<file path="src/rtl/mpdc_pkg.sv">
// constants and types shared by both ends of the module power-down control link
// assumes one 125 MHz clock, ref_clk, on both ends
package mpdc_pkg;

  // ****************************************
  // device register map
  // ****************************************
  localparam logic [7:0] REG0_OFS = 8'hB0;
  localparam logic [7:0] REG3_OFS = 8'hC7;
  localparam logic [7:0] REG_RESET = 8'h00;
  localparam int APD_EN_BIT = 1;
  localparam int TURBO_OFF_BIT = 3;
  localparam int FORCED_POWERDOWN_BIT_BIT = 1;
  localparam logic [7:0] REG3_USED_MASK = 8'h02;
  localparam logic [7:0] FORCED_POWERDOWN_BIT_VALUE = 8'h02;

  // ****************************************
  // power-down counter and timing
  // ****************************************
  localparam int CNT_W = 4;
  localparam logic [3:0] APD_ZERO = 4'h0;
  localparam logic [3:0] APD_ONE = 4'h1;
  localparam logic [3:0] APD_MAX = 4'hF;
  localparam int CLK_PERIOD_NS = 8;
  localparam int IDLE_5V_NS = 65;
  localparam int IDLE_3V3_NS = 100;
  localparam int IDLE_5V_CYC = (IDLE_5V_NS + CLK_PERIOD_NS - 1) / CLK_PERIOD_NS;
  localparam int IDLE_3V3_CYC = (IDLE_3V3_NS + CLK_PERIOD_NS - 1) / CLK_PERIOD_NS;
  localparam int IDLE_W = 4;

  // ****************************************
  // pins crossing into the device
  // ****************************************
  localparam int PIN_N = 4;
  localparam int PIN_ALE = 0;
  localparam int PIN_COMMON_CLOCK_INPUT = 1;
  localparam int PIN_CS_N = 2;
  localparam int PIN_RST_N = 3;
  localparam logic [3:0] PIN_RESET = 4'hC;
  localparam int SEL_N = 4;

  // ****************************************
  // controller wishbone registers
  // ****************************************
  localparam logic [3:0] WB_CTRL = 4'h0;
  localparam logic [3:0] WB_CMD = 4'h4;
  localparam logic [3:0] WB_STAT = 4'h8;
  localparam logic [31:0] CTRL_RESET = 32'h0000_0004;
  localparam int CTRL_ALE_RUN = 0;
  localparam int CTRL_CS_N = 1;
  localparam int CTRL_RST_N = 2;
  localparam int CTRL_COMMON_CLOCK_INPUT_RUN = 3;
  localparam int CMD_DATA_LSB = 0;
  localparam int CMD_ADDR_LSB = 8;
  localparam int CMD_READ_BIT = 16;
  localparam int CMD_FORCE_BIT = 17;
  localparam int STAT_BUSY = 0;
  localparam int STAT_PDN = 1;
  localparam int STAT_SLEEP = 2;
  localparam int STAT_WAIT = 3;
  localparam int STAT_RD_LSB = 8;

  typedef enum logic [2:0] {
    MPDC_H_IDLE = 3'b001,
    MPDC_H_ISSUE = 3'b010,
    MPDC_H_WAIT = 3'b100
  } mpdc_hstate_t;

endpackage : mpdc_pkg

</file>
<file path="src/rtl/mpdc_if.sv">
// link between the module power-down logic and the host core that drives it
// assumes both ends run on the same ref_clk; pin-like signals are resynchronised by the device
`timescale 1ns/1ns
interface mpdc_if;
  logic ale;
  logic common_clock_input;
  logic csN;
  logic rstN;
  logic regWr;
  logic regRd;
  logic [7:0] regAddr;
  logic [7:0] regWdata;
  logic [7:0] regRdata;
  logic regRvalid;
  logic power_down_indicator;
  logic turboOff;

  modport dev (
    input ale, common_clock_input, csN, rstN, regWr, regRd, regAddr, regWdata,
    output regRdata, regRvalid, power_down_indicator, turboOff
  );
  modport host (
    output ale, common_clock_input, csN, rstN, regWr, regRd, regAddr, regWdata,
    input regRdata, regRvalid, power_down_indicator, turboOff
  );
endinterface : mpdc_if

</file>
<file path="src/rtl/mpdc_device.sv">
// power-down control of the memory and logic-array module
// assumes the host end drives the link on ref_clk; ale, common_clock_input, csN, rstN are treated as pins
//
// Notes on behaviour
// - enabled idle bus: 4-bit counter counts common_clock_input
// - fifteen idle common_clock_input periods raise power-down
// - any ale edge before max clears counter
// - ale steady high or low both count
// - power-down blocks bus from memories, logic
// - wake on ale, chip-select fall, reset rise
// - memories standby; logic outputs held
// - host core ports never touched
// - indicator feeds logic and select terms
// - forced bit sets power-down immediately
// - forced bit cleared only by reset
// - enable and turbo bits cleared at power-up only
// - software writes zero to unused bits
// - host runs queued forced power-down sequence
// - host core then sleeps itself
// - chip select active low, only when configured
// - chip select high blocks every memory select
// - turbo off: logic standby after idle time
// - host adds wait state when turbo off
// - turbo bit defaults to zero, turbo on
// - block inputs only when unused
// - slow common_clock_input chosen to avoid false timeouts
`timescale 1ns/1ns
module mpdc_device #(
  parameter bit LOW_VOLTAGE = 1'b0
) (
  input wire logic ref_clk,
  input wire logic sys_rst,
  input wire logic clkEn,
  mpdc_if.dev link,
  input wire logic csiEnable,
  input wire logic [mpdc_pkg::SEL_N-1:0] memDecode,
  input wire logic logicActive,
  output logic [mpdc_pkg::SEL_N-1:0] memSelect,
  output logic powerDownIndicator,
  output logic memStandby,
  output logic busBlock,
  output logic logicStandby
);

  localparam int IDLE_CYC = LOW_VOLTAGE ? mpdc_pkg::IDLE_3V3_CYC : mpdc_pkg::IDLE_5V_CYC;
  localparam logic [mpdc_pkg::IDLE_W-1:0] IDLE_LIMIT = IDLE_CYC[mpdc_pkg::IDLE_W-1:0];
  localparam logic [mpdc_pkg::IDLE_W-1:0] IDLE_ONE = {{(mpdc_pkg::IDLE_W-1){1'b0}}, 1'b1};

  function automatic logic rose(input logic now, input logic was);
    rose = now & ~was;
  endfunction : rose

  function automatic logic fell(input logic now, input logic was);
    fell = ~now & was;
  endfunction : fell

  // ****************************************
  // pin synchronisers
  // ****************************************
  logic [mpdc_pkg::PIN_N-1:0] pinRaw;
  logic [mpdc_pkg::PIN_N-1:0] s1Ff;
  logic [mpdc_pkg::PIN_N-1:0] s2Ff;
  logic [mpdc_pkg::PIN_N-1:0] s3Ff;
  logic [mpdc_pkg::PIN_N-1:0] pinFf;
  logic [mpdc_pkg::PIN_N-1:0] prevFf;

  assign pinRaw[mpdc_pkg::PIN_ALE] = link.ale;
  assign pinRaw[mpdc_pkg::PIN_COMMON_CLOCK_INPUT] = link.common_clock_input;
  assign pinRaw[mpdc_pkg::PIN_CS_N] = link.csN;
  assign pinRaw[mpdc_pkg::PIN_RST_N] = link.rstN;

  always_ff @(posedge ref_clk) begin
    if (sys_rst) begin
      s1Ff <= mpdc_pkg::PIN_RESET;
      s2Ff <= mpdc_pkg::PIN_RESET;
      s3Ff <= mpdc_pkg::PIN_RESET;
    end else if (clkEn) begin
      s1Ff <= pinRaw;
      s2Ff <= s1Ff;
      s3Ff <= s2Ff;
    end
  end

  // a level counts only once the second and third stage agree
  genvar gi;
  generate
    for (gi = 0; gi < mpdc_pkg::PIN_N; gi++) begin : g_filt
      always_ff @(posedge ref_clk) begin
        if (sys_rst) begin
          pinFf[gi] <= mpdc_pkg::PIN_RESET[gi];
          prevFf[gi] <= mpdc_pkg::PIN_RESET[gi];
        end else if (clkEn) begin
          if (s2Ff[gi] == s3Ff[gi]) begin
            pinFf[gi] <= s3Ff[gi];
          end
          prevFf[gi] <= pinFf[gi];
        end
      end
    end
  endgenerate

  logic clkTick;
  logic aleEdge;
  logic csWake;
  logic rstRise;
  logic wake;

  assign clkTick = rose(pinFf[mpdc_pkg::PIN_COMMON_CLOCK_INPUT], prevFf[mpdc_pkg::PIN_COMMON_CLOCK_INPUT]);
  assign aleEdge = rose(pinFf[mpdc_pkg::PIN_ALE], prevFf[mpdc_pkg::PIN_ALE])
                 | fell(pinFf[mpdc_pkg::PIN_ALE], prevFf[mpdc_pkg::PIN_ALE]);
  assign csWake = csiEnable & fell(pinFf[mpdc_pkg::PIN_CS_N], prevFf[mpdc_pkg::PIN_CS_N]);
  assign rstRise = rose(pinFf[mpdc_pkg::PIN_RST_N], prevFf[mpdc_pkg::PIN_RST_N]);
  assign wake = aleEdge | csWake | rstRise;

  // ****************************************
  // mode registers
  // ****************************************
  logic apdEnFf;
  logic turboOffFf;
  logic forcePdFf;
  logic wrReg0;
  logic wrReg3;

  assign wrReg0 = link.regWr & (link.regAddr == mpdc_pkg::REG0_OFS);
  assign wrReg3 = link.regWr & (link.regAddr == mpdc_pkg::REG3_OFS);

  // only power-up clears the mode bits; module reset pulses leave them
  always_ff @(posedge ref_clk) begin
    if (sys_rst) begin
      apdEnFf <= mpdc_pkg::REG_RESET[mpdc_pkg::APD_EN_BIT];
      turboOffFf <= mpdc_pkg::REG_RESET[mpdc_pkg::TURBO_OFF_BIT];
    end else if (clkEn && wrReg0) begin
      apdEnFf <= link.regWdata[mpdc_pkg::APD_EN_BIT];
      turboOffFf <= link.regWdata[mpdc_pkg::TURBO_OFF_BIT];
    end
  end

  // forced bit: a write of one wins over a simultaneous module-reset release
  always_ff @(posedge ref_clk) begin
    if (sys_rst) begin
      forcePdFf <= mpdc_pkg::REG_RESET[mpdc_pkg::FORCED_POWERDOWN_BIT_BIT];
    end else if (clkEn) begin
      if (wrReg3 && link.regWdata[mpdc_pkg::FORCED_POWERDOWN_BIT_BIT]) begin
        forcePdFf <= 1'b1;
      end else if (rstRise) begin
        forcePdFf <= 1'b0;
      end
    end
  end

  // ****************************************
  // register read-back
  // ****************************************
  logic [7:0] reg0View;
  logic [7:0] reg3View;

  always_comb begin
    reg0View = mpdc_pkg::REG_RESET;
    reg0View[mpdc_pkg::APD_EN_BIT] = apdEnFf;
    reg0View[mpdc_pkg::TURBO_OFF_BIT] = turboOffFf;
    reg3View = mpdc_pkg::REG_RESET;
    reg3View[mpdc_pkg::FORCED_POWERDOWN_BIT_BIT] = forcePdFf;
  end

  always_ff @(posedge ref_clk) begin
    if (sys_rst) begin
      link.regRdata <= mpdc_pkg::REG_RESET;
      link.regRvalid <= 1'b0;
    end else if (clkEn) begin
      link.regRvalid <= link.regRd;
      if (link.regRd) begin
        if (link.regAddr == mpdc_pkg::REG0_OFS) begin
          link.regRdata <= reg0View;
        end else if (link.regAddr == mpdc_pkg::REG3_OFS) begin
          link.regRdata <= reg3View;
        end else begin
          link.regRdata <= mpdc_pkg::REG_RESET;
        end
      end
    end
  end

  // ****************************************
  // automatic power-down counter
  // ****************************************
  logic [mpdc_pkg::CNT_W-1:0] apdCntFf;

  always_ff @(posedge ref_clk) begin
    if (sys_rst) begin
      apdCntFf <= mpdc_pkg::APD_ZERO;
    end else if (clkEn) begin
      if (!apdEnFf) begin
        apdCntFf <= mpdc_pkg::APD_ZERO;
      end else if (wake) begin
        apdCntFf <= mpdc_pkg::APD_ZERO;
      end else if (clkTick && apdCntFf != mpdc_pkg::APD_MAX) begin
        apdCntFf <= apdCntFf + mpdc_pkg::APD_ONE;
      end
    end
  end

  // ****************************************
  // power-down state and gated selects
  // ****************************************
  logic nxt_pdn;
  logic csOk;

  assign nxt_pdn = forcePdFf | (apdEnFf & (apdCntFf == mpdc_pkg::APD_MAX));
  assign csOk = ~csiEnable | ~pinFf[mpdc_pkg::PIN_CS_N];

  always_ff @(posedge ref_clk) begin
    if (sys_rst) begin
      powerDownIndicator <= 1'b0;
      link.power_down_indicator <= 1'b0;
      memStandby <= 1'b0;
      busBlock <= 1'b0;
      memSelect <= '0;
    end else if (clkEn) begin
      powerDownIndicator <= nxt_pdn;
      link.power_down_indicator <= nxt_pdn;
      memStandby <= nxt_pdn;
      busBlock <= nxt_pdn;
      // selects carry the indicator and chip select in their decode terms
      memSelect <= memDecode & {mpdc_pkg::SEL_N{~nxt_pdn & csOk}};
    end
  end

  // ****************************************
  // turbo control and logic standby
  // ****************************************
  logic [mpdc_pkg::IDLE_W-1:0] idleCntFf;

  always_ff @(posedge ref_clk) begin
    if (sys_rst) begin
      idleCntFf <= '0;
      logicStandby <= 1'b0;
      link.turboOff <= 1'b0;
    end else if (clkEn) begin
      link.turboOff <= turboOffFf;
      if (!turboOffFf || logicActive) begin
        idleCntFf <= '0;
        logicStandby <= 1'b0;
      end else if (idleCntFf != IDLE_LIMIT) begin
        idleCntFf <= idleCntFf + IDLE_ONE;
      end else begin
        logicStandby <= 1'b1;
      end
    end
  end

endmodule : mpdc_device

</file>
<file path="src/flat_wrapper.sv">
// flat-port wrapper written by rule: the top's interface ports become plain ports
module mpdc_device_flat 
#(
  parameter bit LOW_VOLTAGE = 1'b0
)
  (ref_clk, sys_rst, clkEn, csiEnable, memDecode, logicActive, memSelect, powerDownIndicator, memStandby, busBlock, logicStandby, link_ale, link_common_clock_input, link_csN, link_rstN, link_regWr, link_regRd, link_regAddr, link_regWdata, link_regRdata, link_regRvalid, link_power_down_indicator, link_turboOff);
  mpdc_if link_i ();
  input wire logic ref_clk;
  input wire logic sys_rst;
  input wire logic clkEn;
  input wire logic csiEnable;
  input wire logic [mpdc_pkg::SEL_N-1:0] memDecode;
  input wire logic logicActive;
  output logic [mpdc_pkg::SEL_N-1:0] memSelect;
  output logic powerDownIndicator;
  output logic memStandby;
  output logic busBlock;
  output logic logicStandby;
  input wire logic [$bits(link_i.ale)-1:0] link_ale;
  input wire logic [$bits(link_i.common_clock_input)-1:0] link_common_clock_input;
  input wire logic [$bits(link_i.csN)-1:0] link_csN;
  input wire logic [$bits(link_i.rstN)-1:0] link_rstN;
  input wire logic [$bits(link_i.regWr)-1:0] link_regWr;
  input wire logic [$bits(link_i.regRd)-1:0] link_regRd;
  input wire logic [$bits(link_i.regAddr)-1:0] link_regAddr;
  input wire logic [$bits(link_i.regWdata)-1:0] link_regWdata;
  output wire logic [$bits(link_i.regRdata)-1:0] link_regRdata;
  output wire logic [$bits(link_i.regRvalid)-1:0] link_regRvalid;
  output wire logic [$bits(link_i.power_down_indicator)-1:0] link_power_down_indicator;
  output wire logic [$bits(link_i.turboOff)-1:0] link_turboOff;
  assign link_i.ale = link_ale;
  assign link_i.common_clock_input = link_common_clock_input;
  assign link_i.csN = link_csN;
  assign link_i.rstN = link_rstN;
  assign link_i.regWr = link_regWr;
  assign link_i.regRd = link_regRd;
  assign link_i.regAddr = link_regAddr;
  assign link_i.regWdata = link_regWdata;
  assign link_regRdata = link_i.regRdata;
  assign link_regRvalid = link_i.regRvalid;
  assign link_power_down_indicator = link_i.power_down_indicator;
  assign link_turboOff = link_i.turboOff;
  mpdc_device #(.LOW_VOLTAGE(LOW_VOLTAGE)) u_core (.ref_clk(ref_clk), .sys_rst(sys_rst), .clkEn(clkEn), .link(link_i), .csiEnable(csiEnable), .memDecode(memDecode), .logicActive(logicActive), .memSelect(memSelect), .powerDownIndicator(powerDownIndicator), .memStandby(memStandby), .busBlock(busBlock), .logicStandby(logicStandby));
endmodule
</file>
<file path="config.mk">
export PLATFORM = sky130hd
export DESIGN_NAME = mpdc_device_flat
export DESIGN_NICKNAME = d
export VERILOG_FILES = /design/src/rtl/mpdc_pkg.sv /design/src/rtl/mpdc_if.sv /design/src/rtl/mpdc_device.sv /design/src/flat_wrapper.sv
export SDC_FILE = /design/constraint.sdc
export NUM_CORES = 1
export LEC_CHECK = 0
export ABC_AREA = 1
export BUFFER_PORTS_ARGS = -buffer_cell sky130_fd_sc_hd__buf_2
export CAP_MARGIN = 10
export CORE_MARGIN = 1
export CORE_UTILIZATION = 47
export CTS_CLUSTER_DIAMETER = 200
export DETAILED_ROUTE_END_ITERATION = 6
export HOLD_SLACK_MARGIN = 0.06
export PLACE_DENSITY = 0.75
export SLEW_MARGIN = 10
export SYNTH_ARGS = -nofsm -noshare
export SYNTH_HDL_FRONTEND = slang
export SYNTH_SLANG_ARGS = --single-unit
</file>
<file path="constraint.sdc">
create_clock -name ref_clk -period 1.4 [get_ports ref_clk]
set_clock_uncertainty 0.15 [all_clocks]
set_input_delay 0.14 -clock ref_clk [delete_from_list [all_inputs] [get_ports ref_clk]]
set_output_delay 0.14 -clock ref_clk [all_outputs]
set_load 0.01 [all_outputs]
</file>
## Yosys cells after proc, flatten, opt, wreduce, memory -nomap -nowiden

Index checks and enable logic that the tools add are counted.

| word-level totals | value |
|---|---|
| bits in registers | 47 |
| bits of input ports | 31 |
| output and inout port bits | 19 |
| logic and storage cells | 85 |

| cells by class | value |
|---|---|
| $add $sub $neg | 2 |
| equality and inequality tests | 11 |
| multiplexer cells | 11 |
| bitwise logic cells | 23 |
| reduce and logical (&&, ||, !) cells | 16 |

Operators with widths:

| kind | number |
|---|---|
| 2-to-1 mux 4 bit | 5 |
| AND reduction 2 bit | 9 |
| equality test 8 bit, second input constant | 2 |
| bitwise AND 1 bit | 10 |
| adder 4 x 1 -> 4 bit, second input constant | 2 |
| 2-to-1 mux 8 bit | 1 |
| inequality test 4 bit, second input constant | 2 |
| NOT 1 bit | 7 |
| OR 1 bit | 5 |
| bitwise AND 4 bit | 1 |
| equality test 1 bit | 4 |
| equality test 4 bit, second input constant | 1 |
| 2-to-1 mux 1 bit | 4 |
| nonzero test 2 bit | 2 |
| logical AND 1 bit | 3 |
| inequality test 3 x 2 -> 1 bit, second input constant | 1 |
| 2-to-1 mux 2 bit | 1 |
| inequality test 2 x 1 -> 1 bit, second input constant | 1 |
| logical NOT 1 bit | 1 |
| logical OR 1 bit | 1 |

## Depth between registers and ports, before layout

| logic depth | value |
|---|---|
| word-level depth | 7 |
| gate-level depth with buffers | 10 |
| gate-level depth less buffers | 10 |

## Worst setup path after synthesis

OpenSTA, ideal clock, no wires.

| timing | value |
|---|---|
| path kind | flip-flop to flip-flop |
| from | reg u_core.apdCntFf[0] (netlist bit) |
| to | reg u_core.memSelect[0] (netlist bit) |
| setup time | 0.070 ns |
| data arrival time | 1.100 ns |
| required time | 1.180 ns |
| path slack | 0.079 ns |
| cell stages (with the launch flop) | 8 |
| path buffers | 0 |
| period minus slack after synthesis | 1.321 ns |
| cells stage by stage | dfxtp_1 > ha_1 > nand2_1 > inv_2 > nand2_2 > nor3b_4 > nand3_1 > a21oi_1 |

| between the ends | value |
|---|---|
| cells in the longest elaborated chain, start to end | 6 |

Ends and longest elaborated chain:

| item | RTL line | source |
|---|---|---|
| start: declaration | mpdc_device.sv:186 | `logic [mpdc_pkg::CNT_W-1:0] apdCntFf;` |
| start signal: assignment | mpdc_device.sv:190 | `apdCntFf <= mpdc_pkg::APD_ZERO;` |
| start signal: assignment | mpdc_device.sv:193 | `apdCntFf <= mpdc_pkg::APD_ZERO;` |
| start signal: assignment | mpdc_device.sv:195 | `apdCntFf <= mpdc_pkg::APD_ZERO;` |
| equality test 4 bit | mpdc_device.sv:208 | `assign nxt_pdn = forcePdFf \| (apdEnFf & (apdCntFf == mpdc_pkg::APD_MAX));` |
| bitwise AND 1 bit | mpdc_device.sv:208 |  |
| OR 1 bit | mpdc_device.sv:208 |  |
| NOT 1 bit | mpdc_device.sv:224 | `memSelect <= memDecode & {mpdc_pkg::SEL_N{~nxt_pdn & csOk}};` |
| bitwise AND 1 bit | mpdc_device.sv:224 |  |
| bitwise AND 4 bit | mpdc_device.sv:224 |  |
| end signal: assignment | mpdc_device.sv:224 |  |
| end: declaration | mpdc_device.sv:38 | `output logic [mpdc_pkg::SEL_N-1:0] memSelect,` |

Every way passes these cells.
A chain may end at the register's enable or synchronous reset.

## Worst setup path in the final report

| timing | value |
|---|---|
| from | reg u_core.apdCntFf[1] (netlist bit) |
| to | reg u_core.memSelect[3] (netlist bit) |

Same word-level chain as after synthesis.

==> impl_metrics.env <==
export IMPL_status="finished with violations"
export IMPL_violations="negative setup slack"
export IMPL_io_pins=50
export IMPL_internal_power_mw=1.81
export IMPL_r2r_end="u_core.memSelect[3]"
export IMPL_cts_sinks=41
export IMPL_syn_to_final_growth_pct=33.3
export IMPL_vias=1805
export IMPL_reg2regPathDepth=8
export IMPL_drc=0
export IMPL_endpoint="u_core.memSelect[3]"
export IMPL_r2r_start="u_core.apdCntFf[1]"
export IMPL_pwr_share_seq=0.520
export IMPL_fin_ws_ns=-0.00513
export IMPL_synth_edf_count=0
export IMPL_p_per_area_mw_per_mm2=932
export IMPL_routedWlPerCell_um=11.6
export IMPL_vdd_drop_max_mv=0.794
export IMPL_cts_buffers=5
export IMPL_synth_cell_type_count=34
export IMPL_grt_max_degree=30
export IMPL_antenna_cells=0
export IMPL_crit_arrival_ns=1.48
export IMPL_hpwl_um=2670
export IMPL_crit_type="reg2reg"
export IMPL_hold_ws_ns=0.0677
export IMPL_dp_cells=337
export IMPL_synth_top_area_frac=0.426
export IMPL_p_clk_frac=0.344
export IMPL_final_nets=351
export IMPL_gp_congestion=0.816
export IMPL_start_util=0.508
export IMPL_fp_dieW_um=66.1
export IMPL_overflow=0
export IMPL_startpoint="u_core.apdCntFf[1]"
export IMPL_swShare=0.245
export IMPL_die_y_um=66.1
export IMPL_grt_pass1_vias=1761
export IMPL_grt_usage=0.209
export IMPL_rsz0062_at_grt="true"
export IMPL_required_ns=1.47
export IMPL_ys_ff_latch=41
export IMPL_synth_top_cells_by_count="nand2_1 (53), dfxtp_1 (41), nand3_1 (24), nor2_1 (22), inv_1 (21)"
export IMPL_ys_seq_area_frac=0.426
export IMPL_post_synth_top_count_cell="nand2_1"
export IMPL_ant_nets=0
export IMPL_netlist_top_cells_area="dfxtp_1 (43%), nand2_1 (10%), nand3_1 (6.2%)"
export IMPL_critPathMaxFanout=5
export IMPL_slew_viol_final=0
export IMPL_fin_cells=366
export IMPL_syn_area_per_cell_um2=7.53
export IMPL_period_needed_ns=1.41
export IMPL_hold_viol=0
export IMPL_cts_max_path_buffers=2
export IMPL_ys_flop_type="dfxtp_1"
export IMPL_power_leakage_nw=1.17
export IMPL_end_kind="register"
export IMPL_drtIter0Drc=51
export IMPL_wirelength_um=4240
export IMPL_fin_crit_sh=1.00
export IMPL_synthCells=256
export IMPL_synthArstFlopShare=0
export IMPL_cap_viol_max_count=0
export IMPL_worstHoldPathType="in2reg"
export IMPL_core_mm2=0.00380
export IMPL_h_tree_depth=2
export IMPL_yosys_area_top_type="dfxtp_1"
export IMPL_setup_viol=1
export IMPL_p_switching_uw=586
export IMPL_insertion_delay_ns=0.29
export IMPL_pre_cts_ws_ns=-0.0510
export IMPL_dieArea_mm2=0.00436
export IMPL_vias_per_cell=4.93
export IMPL_clk_pin_slew_ns=0.08
export IMPL_max_freq_mhz=712
export IMPL_drive_gt1_frac=0.324
export IMPL_cts_tree="yes"
export IMPL_std_cell_rows=22
export IMPL_root_buffer="clkbuf_8"
export IMPL_antenna_found_initial=0
export IMPL_netlist_area_mm2=0.00193
export IMPL_combPwrFrac=0.136
export IMPL_startpoint_type="register"
export IMPL_grt_pass1_wl_um=7000
export IMPL_drt_pass1_iter_count=4
export IMPL_nFillCells=324
export IMPL_r2r_setup_slack_ns=-0.005
export IMPL_numPortBuffers=37
export IMPL_yosysWarnings=0
## cells in the final DEF (no fill, tap or decap), types with 2 or more instances in the layout
cell	n
a21oi_1	14
a21oi_2	3
a221oi_1	2
buf_2	37
buf_4	11
clkbuf_8	7
clkinv_1	2
conb_1	6
dfxtp_1	36
dfxtp_2	5
dlygate4sd3_1	17
ha_4	2
inv_1	20
inv_2	5
nand2_1	50
nand2_2	7
nand3_1	18
nand3_2	6
nor2_1	19
nor2_2	5
nor3_1	3
nor3_2	2
o211ai_1	3
o21ai_0	16
o21ai_1	3
## power by group through the flow
stage / registers [mW] / logic, mW / clock network [mW]
2_1_floorplan: 1.27 / 0.180 / 0
6_report: 1.25 / 0.326 / 0.823
3_5_place_dp: 1.27 / 0.261 / 0
5_1_grt: 1.25 / 0.363 / 0.895
4_1_cts: 1.24 / 0.302 / 0.841
3_3_place_gp: 1.27 / 0.255 / 0
## registers in the layout, indices dropped and copies added (netlist names)
signal,count
u_core.apdCntFf,4
u_core.apdEnFf,1
u_core.forcePdFf,1
u_core.idleCntFf,4
u_core.link.power_down_indicator,1
u_core.link.regRdata,2
u_core.link.regRvalid,1
u_core.link.turboOff,1
u_core.logicStandby,1
u_core.memSelect,4
u_core.pinFf,4
u_core.prevFf,4
u_core.s1Ff,4
u_core.s2Ff,4
u_core.s3Ff,4
u_core.turboOffFf,1
## how the worst min path moves through the flow
stage	start	to	slack [ns]	cells past startpoint
2_1_floorplan	link_csN	u_core.s1Ff[2]	0.12	2
3_3_place_gp	link_csN	u_core.s1Ff[2]	0.20	3
4_1_cts	sys_rst	u_core.memSelect[2]	0.07	3
5_1_grt	sys_rst	u_core.memSelect[0]	0.08	3
3_5_place_dp	link_rstN	u_core.s1Ff[3]	0.22	3
6_report	link_regAddr[6]	u_core.turboOffFf	0.07	4
## critical path, stage by stage (launching register included)
cell	delay (ns)
dfxtp_2	0.34
ha_4	0.16
nand2_2	0.05
inv_2	0.04
nand2_2	0.06
nor3b_4	0.19
buf_6	0.16
nand3_2	0.08
a21oi_2	0.12
## layout make-up
cell class	instances	area, um2	area share
timing repair buffer	67	469	0.183
clock buffer	7	96.3	0.0375
multi-input combinational	174	1000	0.391
inverter	28	108	0.0419
tap	48	60.1	0.0234
sequential	41	827	0.322
clock inverter	1	5.00	0.00195
## timing repair
item	4_1_cts	5_1_grt
endpoints found under the setup margin	6	11
pin swaps	4	6
gates resized for setup	7	22
hold buffers	17	0
hold endpoints to repair	14	0
setup buffers	2	2
## logic make-up (layout without fill, tap and decap cells)
| logic type | after synthesis | in the layout | share of synthesized area |
|---|---|---|---|
| and+or+nand+nor | 120 | 120 | 0.306 |
| buffers and inverters | 46 | 103 | 0.115 |
| AOI/OAI and AO/OA | 44 | 44 | 0.128 |
| DFF | 41 | 41 | 0.426 |
| adders and majority gates | 3 | 3 | 0.0195 |
| other | 1 | 6 | 0.00194 |
| xor gates and xnor gates | 1 | 1 | 0.00454 |
## per-stage QoR
step	total power [mW]	util	area, um2	TNS [ns]
finish	2.39	0.677	2570	-0.00513
global route	2.51	0.677	2570	-0.209
CTS	2.39	0.650	2470	-0.0115
detailed placement	1.53	0.568	2160	-0.145
global placement	1.52	0.568	2160	-0.00595
floorplan	1.45	-	1950	0
## metal layers
| layer | vias to the layer above | global-route usage | wire length, um |
|---|---|---|---|
| met5 | - | 0 | 0 |
| li1 | 937 | - | - |
| met1 | 814 | 0.233 | 1920 |
| met2 | 48 | 0.390 | 2110 |
| met4 | 0 | 0.0585 | 36 |
| met3 | 6 | 0.0483 | 166 |
Note: power is estimated with default switching activity, not from simulation.
